===== src/breaker_failure_pkg.sv =====
// shared types, modes and timing constants of the breaker failure decision logic
package breaker_failure_pkg;

  // ----------------------------------------
  // operation modes
  // ----------------------------------------
  typedef enum logic [1:0] {
    MODE_OFF,
    MODE_CURRENT,
    MODE_CONTACT,
    MODE_CURRENT_CONTACT
  } oper_mode_t;

  typedef enum logic {
    COMMON_PHASE_VARIANT,
    SINGLE_POLE_VARIANT
  } variant_t;

  // ----------------------------------------
  // timing settings, all in milliseconds
  // ----------------------------------------
  localparam int MS_WIDTH = 16;
  localparam logic [MS_WIDTH-1:0] BACKUP_DELAY_MIN_MS = 16'd100;
  localparam logic [MS_WIDTH-1:0] BACKUP_DELAY_MAX_MS = 16'd60000;
  localparam logic [MS_WIDTH-1:0] BACKUP_DELAY_DEFAULT_MS = 16'd1000;
  localparam logic [MS_WIDTH-1:0] RETRIP_DELAY_MAX_MS = 16'd1000;
  localparam logic [MS_WIDTH-1:0] RETRIP_DELAY_DEFAULT_MS = 16'd100;
  localparam logic [MS_WIDTH-1:0] PULSE_MAX_MS = 16'd60000;
  localparam logic [MS_WIDTH-1:0] PULSE_DEFAULT_MS = 16'd100;

  // ----------------------------------------
  // clock and millisecond tick
  // ----------------------------------------
  localparam int CLK_PERIOD_PS = 25000;
  localparam int MS_PS = 1000000000;
  localparam int TICK_CYCLES = MS_PS / CLK_PERIOD_PS;

  // ----------------------------------------
  // carriers
  // ----------------------------------------
  typedef struct packed {
    logic general;
    logic [2:0] phase;
    logic residual;
  } start_t;

  typedef struct packed {
    logic common;
    logic [2:0] phase;
  } closed_t;

  typedef struct packed {
    logic [2:0] phase;
    logic residual;
  } over_t;

  typedef struct packed {
    oper_mode_t mode;
    logic retripEnable;
    logic [MS_WIDTH-1:0] backupDelayMs;
    logic [MS_WIDTH-1:0] retripDelayMs;
    logic [MS_WIDTH-1:0] pulseMs;
  } config_t;

endpackage


===== src/breaker_failure_logic.sv =====
// breaker failure decision logic: per-phase backup and retrip timing chains
// Function
// - rising start edges launch per-phase timers
// - separate backup and retrip chains per start
// - current mode ignores breaker-closed inputs
// - contact mode uses only breaker-closed inputs
// - combined mode resets only when fully clear
// - off mode disables everything, no outputs
// - backup expiry with fault asserts backup trip
// - trips last at least pulse duration
// - retrip per faulted phase only when enabled
// - block input suppresses all trips
// - phase and residual over-threshold flags
// - residual start supervised by residual flag, or by common closed input in contact modes
// - common variant gives backup trip only
// - backup trip aims at backup breakers
// - backup delay 100 to 60000 ms
// - retrip delay 0 to 1000 ms
// - pulse duration 0 to 60000 ms
`timescale 1ns/1ps
module breaker_failure_logic
  import breaker_failure_pkg::*;
#(
  parameter breaker_failure_pkg::variant_t VARIANT = breaker_failure_pkg::SINGLE_POLE_VARIANT,
  parameter int TICK_COUNT = breaker_failure_pkg::TICK_CYCLES
) (
  input wire logic clk,
  input wire logic reset,
  input wire breaker_failure_pkg::config_t cfg,
  input wire breaker_failure_pkg::start_t startIn,
  input wire breaker_failure_pkg::closed_t closedIn,
  input wire breaker_failure_pkg::over_t overIn,
  input wire logic blockIn,
  output logic backupTripOut,
  output logic [2:0] retripOut
);
  import breaker_failure_pkg::*;

  // ----------------------------------------
  // input synchronisers
  // ----------------------------------------
  // inputs come from the relay's own logic but are treated as async pins
  localparam int NSYNC = 5 + 4 + 4 + 1;
  logic [NSYNC-1:0] syncA_q, syncB_q;
  always_ff @(posedge clk) begin
    syncA_q <= {startIn, closedIn, overIn, blockIn};
    syncB_q <= syncA_q;
  end
  start_t st;
  closed_t cl;
  over_t ov;
  logic blk;
  assign {st, cl, ov, blk} = syncB_q;

  // ----------------------------------------
  // millisecond tick
  // ----------------------------------------
  logic [15:0] tickCnt_q, tickCnt_d;
  logic tick;
  assign tick = (tickCnt_q == 16'(TICK_COUNT - 1));
  always_comb begin
    tickCnt_d = tick ? 16'h0000 : tickCnt_q + 16'h0001;
  end
  always_ff @(posedge clk) begin
    if (reset) tickCnt_q <= 16'h0000;
    else tickCnt_q <= tickCnt_d;
  end

  // ----------------------------------------
  // settings clamp and enables
  // ----------------------------------------
  logic [MS_WIDTH-1:0] backupMs, retripMs, pulseMs;
  always_comb begin
    backupMs = cfg.backupDelayMs;
    if (backupMs < BACKUP_DELAY_MIN_MS) backupMs = BACKUP_DELAY_MIN_MS;
    if (backupMs > BACKUP_DELAY_MAX_MS) backupMs = BACKUP_DELAY_MAX_MS;
    retripMs = (cfg.retripDelayMs > RETRIP_DELAY_MAX_MS) ? RETRIP_DELAY_MAX_MS
                                                          : cfg.retripDelayMs;
    pulseMs = (cfg.pulseMs > PULSE_MAX_MS) ? PULSE_MAX_MS : cfg.pulseMs;
  end
  logic active;
  assign active = (cfg.mode != MODE_OFF) && !blk;
  logic useCur, useCon;
  assign useCur = (cfg.mode == MODE_CURRENT) || (cfg.mode == MODE_CURRENT_CONTACT);
  assign useCon = (cfg.mode == MODE_CONTACT) || (cfg.mode == MODE_CURRENT_CONTACT);

  // ----------------------------------------
  // start edges, sampled on the tick
  // ----------------------------------------
  // channels 0..2 phases, 3 residual
  logic [3:0] startLvl, startPrev_q, startPrev_d, startEdge, fault;
  always_comb begin
    for (int i = 0; i < 3; i++) begin
      startLvl[i] = st.general | (VARIANT == SINGLE_POLE_VARIANT ? st.phase[i] : 1'b0);
    end
    startLvl[3] = st.residual;
    startPrev_d = tick ? startLvl : startPrev_q;
  end
  assign startEdge = tick ? (startLvl & ~startPrev_q) : 4'h0;
  always_ff @(posedge clk) begin
    if (reset) startPrev_q <= 4'h0;
    else startPrev_q <= startPrev_d;
  end

  // ----------------------------------------
  // failure condition per channel
  // ----------------------------------------
  genvar g;
  generate
    for (g = 0; g < 3; g++) begin : gPhaseFault
      logic closedPh;
      assign closedPh = (VARIANT == SINGLE_POLE_VARIANT) ? cl.phase[g] : cl.common;
      // fault persists while any monitored condition says not clear
      assign fault[g] = (useCur & ov.phase[g]) | (useCon & closedPh);
    end
  endgenerate
  assign fault[3] = (useCur & ov.residual) | (useCon & cl.common);

  // ----------------------------------------
  // timing chains
  // ----------------------------------------
  logic [3:0] buRun_q, buRun_d, rtRun_q, rtRun_d, buExp, rtExp;
  logic [MS_WIDTH-1:0] buCnt_q [4], buCnt_d [4], rtCnt_q [4], rtCnt_d [4];
  generate
    for (g = 0; g < 4; g++) begin : gChain
      always_comb begin
        buRun_d[g] = buRun_q[g];
        buCnt_d[g] = buCnt_q[g];
        rtRun_d[g] = rtRun_q[g];
        rtCnt_d[g] = rtCnt_q[g];
        buExp[g] = 1'b0;
        rtExp[g] = 1'b0;
        if (!active) begin
          buRun_d[g] = 1'b0;
          rtRun_d[g] = 1'b0;
        end else if (startEdge[g]) begin
          buRun_d[g] = 1'b1;
          buCnt_d[g] = '0;
          rtRun_d[g] = 1'b1;
          rtCnt_d[g] = '0;
        end else if (tick) begin
          if (buRun_q[g]) begin
            if (!fault[g]) buRun_d[g] = 1'b0;
            else if (buCnt_q[g] + 16'h0001 >= backupMs) begin
              buRun_d[g] = 1'b0;
              buExp[g] = 1'b1;
            end else buCnt_d[g] = buCnt_q[g] + 16'h0001;
          end
          if (rtRun_q[g]) begin
            if (!fault[g]) rtRun_d[g] = 1'b0;
            else if (rtCnt_q[g] + 16'h0001 >= retripMs) begin
              rtRun_d[g] = 1'b0;
              rtExp[g] = 1'b1;
            end else rtCnt_d[g] = rtCnt_q[g] + 16'h0001;
          end
        end
      end
      always_ff @(posedge clk) begin
        if (reset) begin
          buRun_q[g] <= 1'b0;
          rtRun_q[g] <= 1'b0;
          buCnt_q[g] <= '0;
          rtCnt_q[g] <= '0;
        end else begin
          buRun_q[g] <= buRun_d[g];
          rtRun_q[g] <= rtRun_d[g];
          buCnt_q[g] <= buCnt_d[g];
          rtCnt_q[g] <= rtCnt_d[g];
        end
      end
    end
  endgenerate

  // ----------------------------------------
  // output pulse stretchers
  // ----------------------------------------
  // index 0 backup, 1..3 retrip phases
  logic [3:0] trip_q, trip_d, fire;
  logic [MS_WIDTH-1:0] hold_q [4], hold_d [4];
  assign fire[0] = |buExp;
  assign fire[3:1] = (VARIANT == SINGLE_POLE_VARIANT && cfg.retripEnable)
                     ? rtExp[2:0] : 3'h0;
  generate
    for (g = 0; g < 4; g++) begin : gPulse
      always_comb begin
        trip_d[g] = trip_q[g];
        hold_d[g] = hold_q[g];
        if (!active) begin
          trip_d[g] = 1'b0;
          hold_d[g] = '0;
        end else if (fire[g]) begin
          trip_d[g] = 1'b1;
          hold_d[g] = '0;
        end else if (tick && trip_q[g]) begin
          // condition-independent: stretched only by the pulse setting
          if (hold_q[g] + 16'h0001 >= pulseMs) trip_d[g] = 1'b0;
          else hold_d[g] = hold_q[g] + 16'h0001;
        end
      end
      always_ff @(posedge clk) begin
        if (reset) begin
          trip_q[g] <= 1'b0;
          hold_q[g] <= '0;
        end else begin
          trip_q[g] <= trip_d[g];
          hold_q[g] <= hold_d[g];
        end
      end
    end
  endgenerate
  assign backupTripOut = trip_q[0];
  assign retripOut = trip_q[3:1];
endmodule // breaker_failure_logic


===== config.mk =====
export PLATFORM = sky130hd
export DESIGN_NAME = breaker_failure_logic
export DESIGN_NICKNAME = d
export VERILOG_FILES = /design/src/breaker_failure_pkg.sv /design/src/breaker_failure_logic.sv
export SDC_FILE = /design/constraint.sdc
export NUM_CORES = 1
export LEC_CHECK = 0
export BUFFER_PORTS_ARGS = -buffer_cell sky130_fd_sc_hd__buf_2
export CORE_MARGIN = 5
export CORE_UTILIZATION = 34
export CTS_BUF_LIST = sky130_fd_sc_hd__clkbuf_16
export CTS_CLUSTER_DIAMETER = 150
export DETAILED_ROUTE_END_ITERATION = 10
export GPL_TIMING_DRIVEN = 1
export HOLD_SLACK_MARGIN = 0.06
export PLACE_DENSITY = 0.49
export REMOVE_ABC_BUFFERS = 1
export SETUP_SLACK_MARGIN = 0.15
export SYNTH_ARGS = -nofsm -noshare
export SYNTH_HDL_FRONTEND = slang
export SYNTH_SLANG_ARGS = --single-unit

===== constraint.sdc =====
create_clock -name clk -period 10 [get_ports clk]
set_input_delay 2 -clock clk [delete_from_list [all_inputs] [get_ports clk]]
set_output_delay 2 -clock clk [all_outputs]
set_load 0.02 [all_outputs]

==> results of run 1 <==
## report_power, final
part | switching (mW) | total (mW) | internal (mW)
sequential | 0.00756 | 0.954 | 0.946
combinational | 0.0819 | 0.125 | 0.0435
clock | 0.459 | 1.21 | 0.754
total | 0.549 | 2.29 | 1.74
## worst max-delay path, delay by kind of cell
kind            cells  cell delay [ns]
simple gates        4             1.78
buf+inv             2             0.15
fa+ha+maj           1             0.34
compound gates      9             2.49
## sequential cells by signal, summed over array words and instances, names as in the netlist
register,count
backupTripOut,1
rtCnt_q,48
rtRun_q,3
syncB_q,14
startPrev_q,4
syncA_q,14
hold_q,64
retripOut,3
buRun_q,4
tickCnt_q,16
buCnt_q,64
## routing by layer
metal / share of wire / up-vias
met3: 0.036 / 74
li1: - / 7391
met1: 0.50 / 6830
met4: 0.025 / 2
met2: 0.43 / 223
met5: 0.00015 / -
## kinds of logic (layout without fill, tap and decap cells)
logic type / after synthesis / in the layout / share of synthesized area
flip-flops: 235 / 235 / 0.292
XOR/XNOR: 170 / 170 / 0.0923
multiplexers: 19 / 19 / 0.0118
buffers and inverters: 99 / 182 / 0.0239
AND/OR/NAND/NOR: 798 / 798 / 0.251
AO/OA/AOI/OAI: 457 / 457 / 0.184
adder cells (fa/ha/maj): 188 / 188 / 0.146
other: 1 / 19 / 0.000232
## cells in the final DEF (no fill, tap or decap), types with 10 or more instances in the layout
cell type | synthesis | routed
a2111oi_0 | 11 | 10
a211oi_1 | 23 | 23
a21o_1 | 21 | 21
a21oi_1 | 143 | 143
a22o_1 | 11 | 11
and2_1 | 22 | 22
and3_1 | 51 | 51
and4_1 | 14 | 14
buf_2 | 5 | 70
buf_4 | 2 | 20
clkbuf_16 | 0 | 30
conb_1 | 1 | 18
dfxtp_1 | 235 | 235
ha_1 | 188 | 188
inv_1 | 36 | 38
mux2i_1 | 19 | 19
nand2_1 | 192 | 192
nand2b_1 | 19 | 19
nand3_1 | 129 | 129
nand3b_1 | 23 | 23
nand4_1 | 43 | 43
nor2_1 | 135 | 135
nor2b_1 | 21 | 21
nor3_1 | 59 | 58
nor4_1 | 13 | 13
o211ai_1 | 26 | 26
o21ai_0 | 111 | 111
o31ai_1 | 12 | 11
o31ai_2 | 10 | 11
or2_2 | 21 | 21
or3_1 | 39 | 39
xnor2_1 | 84 | 84
xor2_1 | 86 | 86
## worst max-delay path by stage
stage,startpoint,end,cells after the start
after CTS,cfg[0],hold_q[1][10],16
after global routing,cfg[0],hold_q[1][11],16
after floorplan,cfg[42],buCnt_q[2][2],13
after detailed placement,cfg[0],hold_q[1][11],16
final,cfg[0],hold_q[1][10],16
after global placement,cfg[0],hold_q[3][6],16
## layout make-up
cell class	instances	area share
sequential	235	0.257
clock buffer	30	0.0410
multi-input combinational	1650	0.607
antenna	1	0.000137
tap	607	0.0414
clock inverter	26	0.0192
timing repair buffer	90	0.0273
inverter	36	0.00737
## metrics by stage
stage	total power [mW]	utilization	hold WS (ns)	instances	worst slack, ns
2_1_floorplan	1.04	-	0.310	1921	3.73
4_1_cts	2.33	0.392	0.326	2674	3.78
5_1_grt	2.38	0.392	0.331	2674	3.35
3_5_place_dp	1.10	0.368	0.312	2618	3.14
6_report	2.29	0.392	0.325	2675	3.74
3_3_place_gp	1.10	0.368	0.313	2618	3.31
==> results.yml, run 1 <==
run_status:
  status: "completed"
sta:
  maxSlewViolCount: 0
  worst_pin_slew_ns: 1.23
  skew_ns: 0.0194
  slew_headroom: 0.181
  hold_violations: 0
  fin_crit_sh: 0.626
  finalSetupViolCount: 0
  fin_crit_ns: 6.26
  setup_tns_ns: 0
  fmax_mhz: 160
  rsz0062_at_grt: "no"
drt:
  dr.pass1.iters: 5
  routed_wl_mm: 45.6
  dr.first_iter.drc_count: 843
  wl_per_cell_um: 17.0
  vias: 14500
  viasPerCell: 5.43
  drtAntennaViolNets: 0
  drc: 0
cts:
  clk_latency_ns: 0.59
  cts_max_level: 1
  ctsResizeCount: 0
  clk_pin_slew_ns: 0.06
  cts_tree: "done"
  numCtsBuffers: 30
  hold_buffers: 0
  cts.sinks: 235
  cts_max_path_buffers: 3
  post-cts-setup-buffers: 0
  clk_root_buffer_cell: "clkbuf_16"
global_routing:
  grtUsageMet3: 0.0237
  antenna_found_initial: 1
  grt_pass1_wl_mm: 72.7
  grt_max_degree: 39
  grt_util_met1: 0.239
  grt.overflow.total: 0
  track_usage: 0.166
  first_global_vias: 13700
  grtUsageMet2: 0.264
  grt.busiest_layer: "met2"
final_layout:
  fin_nets: 2298
  multi_input_area_sq_mm: 0.0111
  fillers: 4823
  seq_area_sq_mm: 0.00470
  final_layout_size_suffix_gt1_frac: 0.0958
  fin_area_sq_mm: 0.0183
  area_growth_pct: 13.6
worst_setup_path:
  reg2reg_slack_ns: 5.09
  cp-start-kind: "input port"
  path_cells: "buf_2, or3_1, o311a_1, o31a_1, o21ai_0, inv_1, o2111ai_1, nor2b_1, ha_1, a21oi_1, o21a_1, o2bb2ai_1, a21oi_1, nand2_1, or3_1, a21oi_1"
  reg2reg_to: "rtCnt_q[1][10]"
  ff2ff_path_depth: 14
  slowest_delay_ns: 0.70
  r2r-start: "rtCnt_q[1][2]"
  crit_path_top_delay_cell: "a21oi_1"
  crit_top_cell: "a21oi_1"
  crit_path_end_kind: "register"
  worst-endpoint-arrival_ns: 6.77
  cp_max_fo: 12
  required_ns: 10.51
  critPathKind: "input port to register"
synthesis:
  synthFlopType: "dfxtp_1"
  yosys_register_bits: 235
  yosys_warnings: 0
  synth_edf_count: 0
  seq_area_frac_synth: 0.292
  synth_area_leaders: "dfxtp_1, ha_1, xor2_1, xnor2_1, nand2_1"
  yosysUniqueCellTypes: 69
  synth.most_common_cell: "dfxtp_1"
  async_flop_share: 0
  synthCells: 1967
  synth_area_sq_mm: 0.0161
  yosysTopAreaCellShare: 0.292
  avgSynthCellArea_sq_um: 8.20
  synth_commonest_cells: "dfxtp_1, nand2_1, ha_1, a21oi_1, nor2_1"
  synth_largest_area_cell: "dfxtp_1"
placed_design:
  placed_area_sq_mm: 0.0172
  place_congestion: 0.827
  numPortBuffers: 70
  hpwl_mm: 33.6
floorplanning:
  ioPinCount: 71
  initial_utilization: 0.345
  die_h_um: 228
  die_w_um: 228
  num_rows: 79
  core_area_sq_mm: 0.0468
  die-area_sq_mm: 0.0519
pwr:
  ir_drop_mv: 0.119
  powerDensity_mw_per_mm2: 125
  p_leak_nw: 7.76
min_path:
  hold_depth: 0
  hp-class: "register to register"
  worstHoldStart: "syncA_q[1]"
  worstHoldEndpoint: "syncB_q[1]"
job:
  maxCapViolCount: 0
No activity file was read; power rests on OpenSTA's default activity.
==> inputs of run 2 (changes only) <==
--- a/config.mk
+++ b/config.mk
@@ -13,7 +13,7 @@
 export DETAILED_ROUTE_END_ITERATION = 10
 export GPL_TIMING_DRIVEN = 1
 export HOLD_SLACK_MARGIN = 0.06
-export PLACE_DENSITY = 0.49
+export PLACE_DENSITY = 0.51
 export REMOVE_ABC_BUFFERS = 1
 export SETUP_SLACK_MARGIN = 0.15
 export SYNTH_ARGS = -nofsm -noshare
==> constraint.sdc (replaced) <==
create_clock -name clk -period 5.3 [get_ports clk]
set_input_delay 1.06 -clock clk [delete_from_list [all_inputs] [get_ports clk]]
set_output_delay 1.06 -clock clk [all_outputs]
set_load 0.02 [all_outputs]
==> run 2 against run 1 <==
  * Utilization grew 0.094 points
  * Clock skew shrank 0.0028 ns
  * Sequential share of layout area shrank 0.061 points
  * Count of clock-buffer cells in the layout grew 1
  * Wire length shrank 0.34%
  * Setup slack lost 3.1 ns
  * Highest routed layer unchanged
  * Critical path depth shrank 1
  * Clock power grew 63%
  * Final cell count grew 0.90%
  * Flip-flop and latch count is the same
==> results.yml, run 2 (same netlist as run 1, synthesis figures left out) <==
placed_design:
  numPortBuffers: 70
  dp_cells: 2644
  hpwl_mm: 33.9
  place_congestion: 0.829
pwr:
  power.internal_mw: 3.02
  pwr-share-clk: 0.491
  p_leak_nw: 7.83
  swShare: 0.247
  total_power_mw: 4.01
  pwr-share-seq: 0.449
  power_switching_uw: 989
  ir_drop_mv: 0.246
  pwr-share-comb: 0.060
  powerDensity_mw_per_mm2: 218
final_layout:
  final_layout_size_suffix_gt1_frac: 0.104
  antenna_cells: 0
  multi_input_area_sq_mm: 0.0111
  layout_commonest_cell: "dfxtp_1"
  seq_area_sq_mm: 0.00470
  fin_nets: 2325
  largest_registers: "buCnt_q (64), hold_q (64), rtCnt_q (48)"
  layoutNonFillerInstCount: 2699
  final_cell_mix: "dfxtp_1, nand2_1, ha_1"
  area_growth_pct: 13.9
  fillers: 4794
worst_setup_path:
  critPathKind: "register to register"
  crit_path_end_kind: "register"
  reg2reg_slack_ns: 0.65
  cp_max_fo: 6
  cp-start-kind: "register"
  worst-endpoint-arrival_ns: 5.12
  required_ns: 5.77
global_routing:
  antenna_found_initial: 1
  grt_max_degree: 46
  grt.overflow.total: 0
  grt_pass1_wl_mm: 72.8
  track_usage: 0.166
  first_global_vias: 13900
cts:
  clk_root_buffer_cell: "clkbuf_16"
  cts_max_level: 1
  clk_pin_slew_ns: 0.06
  cts_tree: "done"
  clk_latency_ns: 0.58
  hold_buffers: 0
  post-cts-setup-buffers: 0
  numCtsBuffers: 31
  cts_max_path_buffers: 3
  ctsResizeCount: 0
  cts.sinks: 235
floorplanning:
  die-area_sq_mm: 0.0519
  ioPinCount: 71
  num_rows: 79
  initial_utilization: 0.345
  core_area_sq_mm: 0.0468
  die_h_um: 228
  die_w_um: 228
drt:
  viasPerCell: 5.38
  drtAntennaViolNets: 0
  vias: 14500
  dr.pass1.iters: 5
  dr.first_iter.drc_count: 781
  drc: 0
  wl_per_cell_um: 16.8
  routed_wl_mm: 45.4
sta:
  fmax_mhz: 215
  whs_ns: 0.325
  finalSetupViolCount: 0
  rsz0062_at_grt: "no"
  fin_crit_ns: 4.65
  hold_violations: 0
  skew_ns: 0.0166
  worst_pin_slew_ns: 1.27
  maxSlewViolCount: 0
  fin_crit_sh: 0.878
  slew_headroom: 0.150
job:
  maxCapViolCount: 0
run_status:
  status: "completed"
min_path:
  hp-class: "register to register"
-- run 2: power by group through the flow --
| stage | logic (mW) | registers (mW) | clock network, mW |
|---|---|---|---|
| floorplan | 0.128 | 1.83 | 0 |
| CTS | 0.242 | 1.80 | 2.04 |
| finish | 0.241 | 1.80 | 1.97 |
| global placement | 0.233 | 1.84 | 0 |
| global route | 0.270 | 1.80 | 2.10 |
| detailed placement | 0.241 | 1.84 | 0 |
-- run 2: worst paths after layout --
kind / endpoint / cells after the start / start
max reg2reg: buCnt_q[0][13] / 15 / buCnt_q[0][0]
min: syncB_q[7] / 0 / syncA_q[7]
max: buCnt_q[0][13] / 15 / buCnt_q[0][0]
min reg2reg: syncB_q[7] / 0 / syncA_q[7]
-- run 2: per-stage QoR --
step                      utilization  area [sq um]  setup WS [ns]  setup TNS, ns
after global placement          0.373         17400          0.314              0
after floorplan                     -         16000        -0.0261        -0.0782
after detailed placement        0.373         17400          0.241              0
after global routing            0.393         18400          0.327              0
final                           0.393         18400          0.646              0
after CTS                       0.393         18400          0.699              0
-- run 2: cell type report --
cell class                      count  share of cell area
Multi-Input combinational cell   1650               0.606
Sequential cell                   235               0.256
Clock buffer                       31              0.0422
Tap cell                          607              0.0413
Timing Repair Buffer              116              0.0385
Clock inverter                     24             0.00899
Inverter                           36             0.00735
-- run 2: critical path, cell delays in order, from the launching register on --
cell and delay (ns):
dfxtp_1 0.42, nand3_1 0.23, nor3_1 0.49, and3_1 0.33, and3_1 0.23, nand3_1 0.10
xnor2_1 0.26, ha_1 0.31, a211oi_1 0.25, nor2_1 0.08, a2111o_1 0.40, a211oi_1 0.59
o21ai_0 0.25, buf_4 0.22, and3_1 0.18, a31o_2 0.21
-- run 2: metal layers --
layer  routed length, um  global-route usage  vias up  part of all wire
met1               22500               0.230     6832              0.50
li1                    -                   -     7408                 -
met2               20100               0.271      217              0.44
met5                  13                   0        -           0.00029
met3                1490              0.0231       67             0.033
met4                1300              0.0454        2             0.029
==> inputs of run 3 (changes only) <==
--- a/config.mk
+++ b/config.mk
@@ -8,12 +8,11 @@
 export BUFFER_PORTS_ARGS = -buffer_cell sky130_fd_sc_hd__buf_2
 export CORE_MARGIN = 5
 export CORE_UTILIZATION = 34
-export CTS_BUF_LIST = sky130_fd_sc_hd__clkbuf_16
+export CTS_BUF_LIST = sky130_fd_sc_hd__clkbuf_4 sky130_fd_sc_hd__clkbuf_8
 export CTS_CLUSTER_DIAMETER = 150
 export DETAILED_ROUTE_END_ITERATION = 10
 export GPL_TIMING_DRIVEN = 1
 export HOLD_SLACK_MARGIN = 0.06
-export PLACE_DENSITY = 0.51
 export REMOVE_ABC_BUFFERS = 1
 export SETUP_SLACK_MARGIN = 0.15
 export SYNTH_ARGS = -nofsm -noshare
==> run 3 against run 2 <==
  * Sequential power hardly changed
  * Hold slack worse by 0.0092 ns
  * Non-clock buffer count is 1 lower
  * Final cell count is 1.1% higher
  * Total power is 4.5% higher
  * Critical path type unchanged
  * Clock skew is 0.00098 ns lower
  * Setup slack better by 0.055 ns
  * First-iteration DRC count is 17% higher
  * Global-route usage is 0.052 points lower
  * Cell area is 0.67% higher
==> results.yml, run 3 (same netlist as run 1, synthesis figures left out) <==
sta:
  skew_ns: 0.0156
  finalSetupViolCount: 0
  whs_ns: 0.316
  slew_headroom: 0.346
  worst_pin_slew_ns: 0.973
  maxSlewViolCount: 0
  fin_crit_sh: 0.868
  hold_violations: 0
  fmax_mhz: 217
  rsz0062_at_grt: "no"
  fin_crit_ns: 4.60
final_layout:
  fin_nets: 2339
  area_growth_pct: 14.6
  largest_registers: "buCnt_q (64), hold_q (64), rtCnt_q (48)"
  layout_commonest_cell: "dfxtp_1"
  final_cell_mix: "dfxtp_1, nand2_1, ha_1"
  final_layout_size_suffix_gt1_frac: 0.121
floorplanning:
  die-area_sq_mm: 0.0519
  ioPinCount: 71
  initial_utilization: 0.345
  die_w_um: 228
  die_h_um: 228
  core_area_sq_mm: 0.0468
  num_rows: 79
global_routing:
  track_usage: 0.165
  grt_pass1_wl_mm: 72.7
  grt_max_degree: 37
  first_global_vias: 14400
  antenna_found_initial: 1
  grt.overflow.total: 0
drt:
  wl_per_cell_um: 16.1
  viasPerCell: 5.45
  vias: 14900
  dr.first_iter.drc_count: 910
  drc: 0
  routed_wl_mm: 44.0
  drtAntennaViolNets: 0
  dr.pass1.iters: 5
placed_design:
  place_congestion: 0.879
  hpwl_mm: 32.6
  numPortBuffers: 70
pwr:
  powerDensity_mw_per_mm2: 227
  pwr-share-seq: 0.430
  ir_drop_mv: 0.177
  total_power_mw: 4.19
  power.internal_mw: 3.16
  p_leak_nw: 7.90
  pwr-share-clk: 0.513
  pwr-share-comb: 0.058
  power_switching_mw: 1.03
  swShare: 0.246
cts:
  clk_latency_ns: 0.62
  cts_tree: "done"
  clk_pin_slew_ns: 0.06
  post-cts-setup-buffers: 0
  numCtsBuffers: 46
  hold_buffers: 0
  cts.sinks: 235
  clk_root_buffer_cell: "clkbuf_8"
  cts_max_path_buffers: 3
  ctsResizeCount: 0
  cts_max_level: 2
worst_setup_path:
  cp-start-kind: "register"
  reg2reg_slack_ns: 0.70
  r2r-start: "rtCnt_q[1][2]"
  crit_path_end_kind: "register"
  worst-endpoint-arrival_ns: 5.09
  reg2reg_to: "rtCnt_q[1][2]"
  critPathKind: "register to register"
  ff2ff_path_depth: 14
  required_ns: 5.79
  cp_max_fo: 6
run_status:
  status: "completed"
min_path:
  hp-class: "register to register"
  worstHoldStart: "syncA_q[3]"
  worstHoldEndpoint: "syncB_q[3]"
  hold_depth: 0
job:
  maxCapViolCount: 0
run 3: stage by stage:
| stage | std cells | area (sq um) | setup TNS, ns | setup slack (ns) | util |
|---|---|---|---|---|---|
| after floorplan | 1921 | 16000 | -0.0782 | -0.0261 | - |
| after detailed placement | 2643 | 17400 | 0 | 0.149 | 0.372 |
| final | 2728 | 18500 | 0 | 0.701 | 0.396 |
| after global placement | 2643 | 17400 | 0 | 0.331 | 0.372 |
| after CTS | 2727 | 18500 | 0 | 0.735 | 0.396 |
| after global routing | 2728 | 18500 | 0 | 0.203 | 0.396 |
run 3: power groups by stage:
stage,clock (mW),combinational [mW],sequential (mW)
3_3_place_gp,0,0.231,1.84
5_1_grt,2.29,0.272,1.80
2_1_floorplan,0,0.128,1.83
3_5_place_dp,0,0.241,1.84
6_report,2.15,0.242,1.80
4_1_cts,2.21,0.242,1.80
run 3: per-layer routing:
layer | part of all wire | global-route usage | wire (um)
met5 | 0 | 0 | 0
met2 | 0.45 | 0.271 | 20000
met4 | 0.027 | 0.0552 | 1190
met1 | 0.47 | 0.218 | 20700
met3 | 0.049 | 0.0334 | 2140
run 3: cell type report:
| class | instances | area, sq um |
|---|---|---|
| multi-input combinational | 1650 | 11100 |
| inverter | 36 | 135 |
| sequential | 235 | 4700 |
| clock buffer | 70 | 901 |
| clock inverter | 14 | 181 |
| fill | 4702 | 28300 |
| timing repair buffer | 115 | 688 |
| antenna | 1 | 2.50 |
| tap | 607 | 759 |
run 3: worst max path at each step:
stage | startpoint | to | slack (ns) | cells after the start
floorplan | cfg[42] | buCnt_q[2][2] | -0.03 | 13
global placement | cfg[42] | buCnt_q[3][2] | 0.33 | 14
detailed placement | cfg[42] | buCnt_q[3][10] | 0.15 | 14
CTS | rtCnt_q[1][2] | rtCnt_q[1][2] | 0.73 | 14
global route | rtCnt_q[1][2] | rtCnt_q[1][2] | 0.20 | 14
finish | rtCnt_q[1][2] | rtCnt_q[1][2] | 0.70 | 14
run 3: critical path, cell delays in order (launching register included):
cell and delay (ns):
dfxtp_1 0.44, nand3_1 0.23, nor3_1 0.49, and3_1 0.34
nand2_1 0.16, or3_1 0.39, nand2_1 0.09, ha_1 0.25
a21oi_1 0.13, o21ai_0 0.17, a2111oi_0 0.42, o31a_1 0.39
o21ai_0 0.26, or3_1 0.42, o311ai_0 0.31
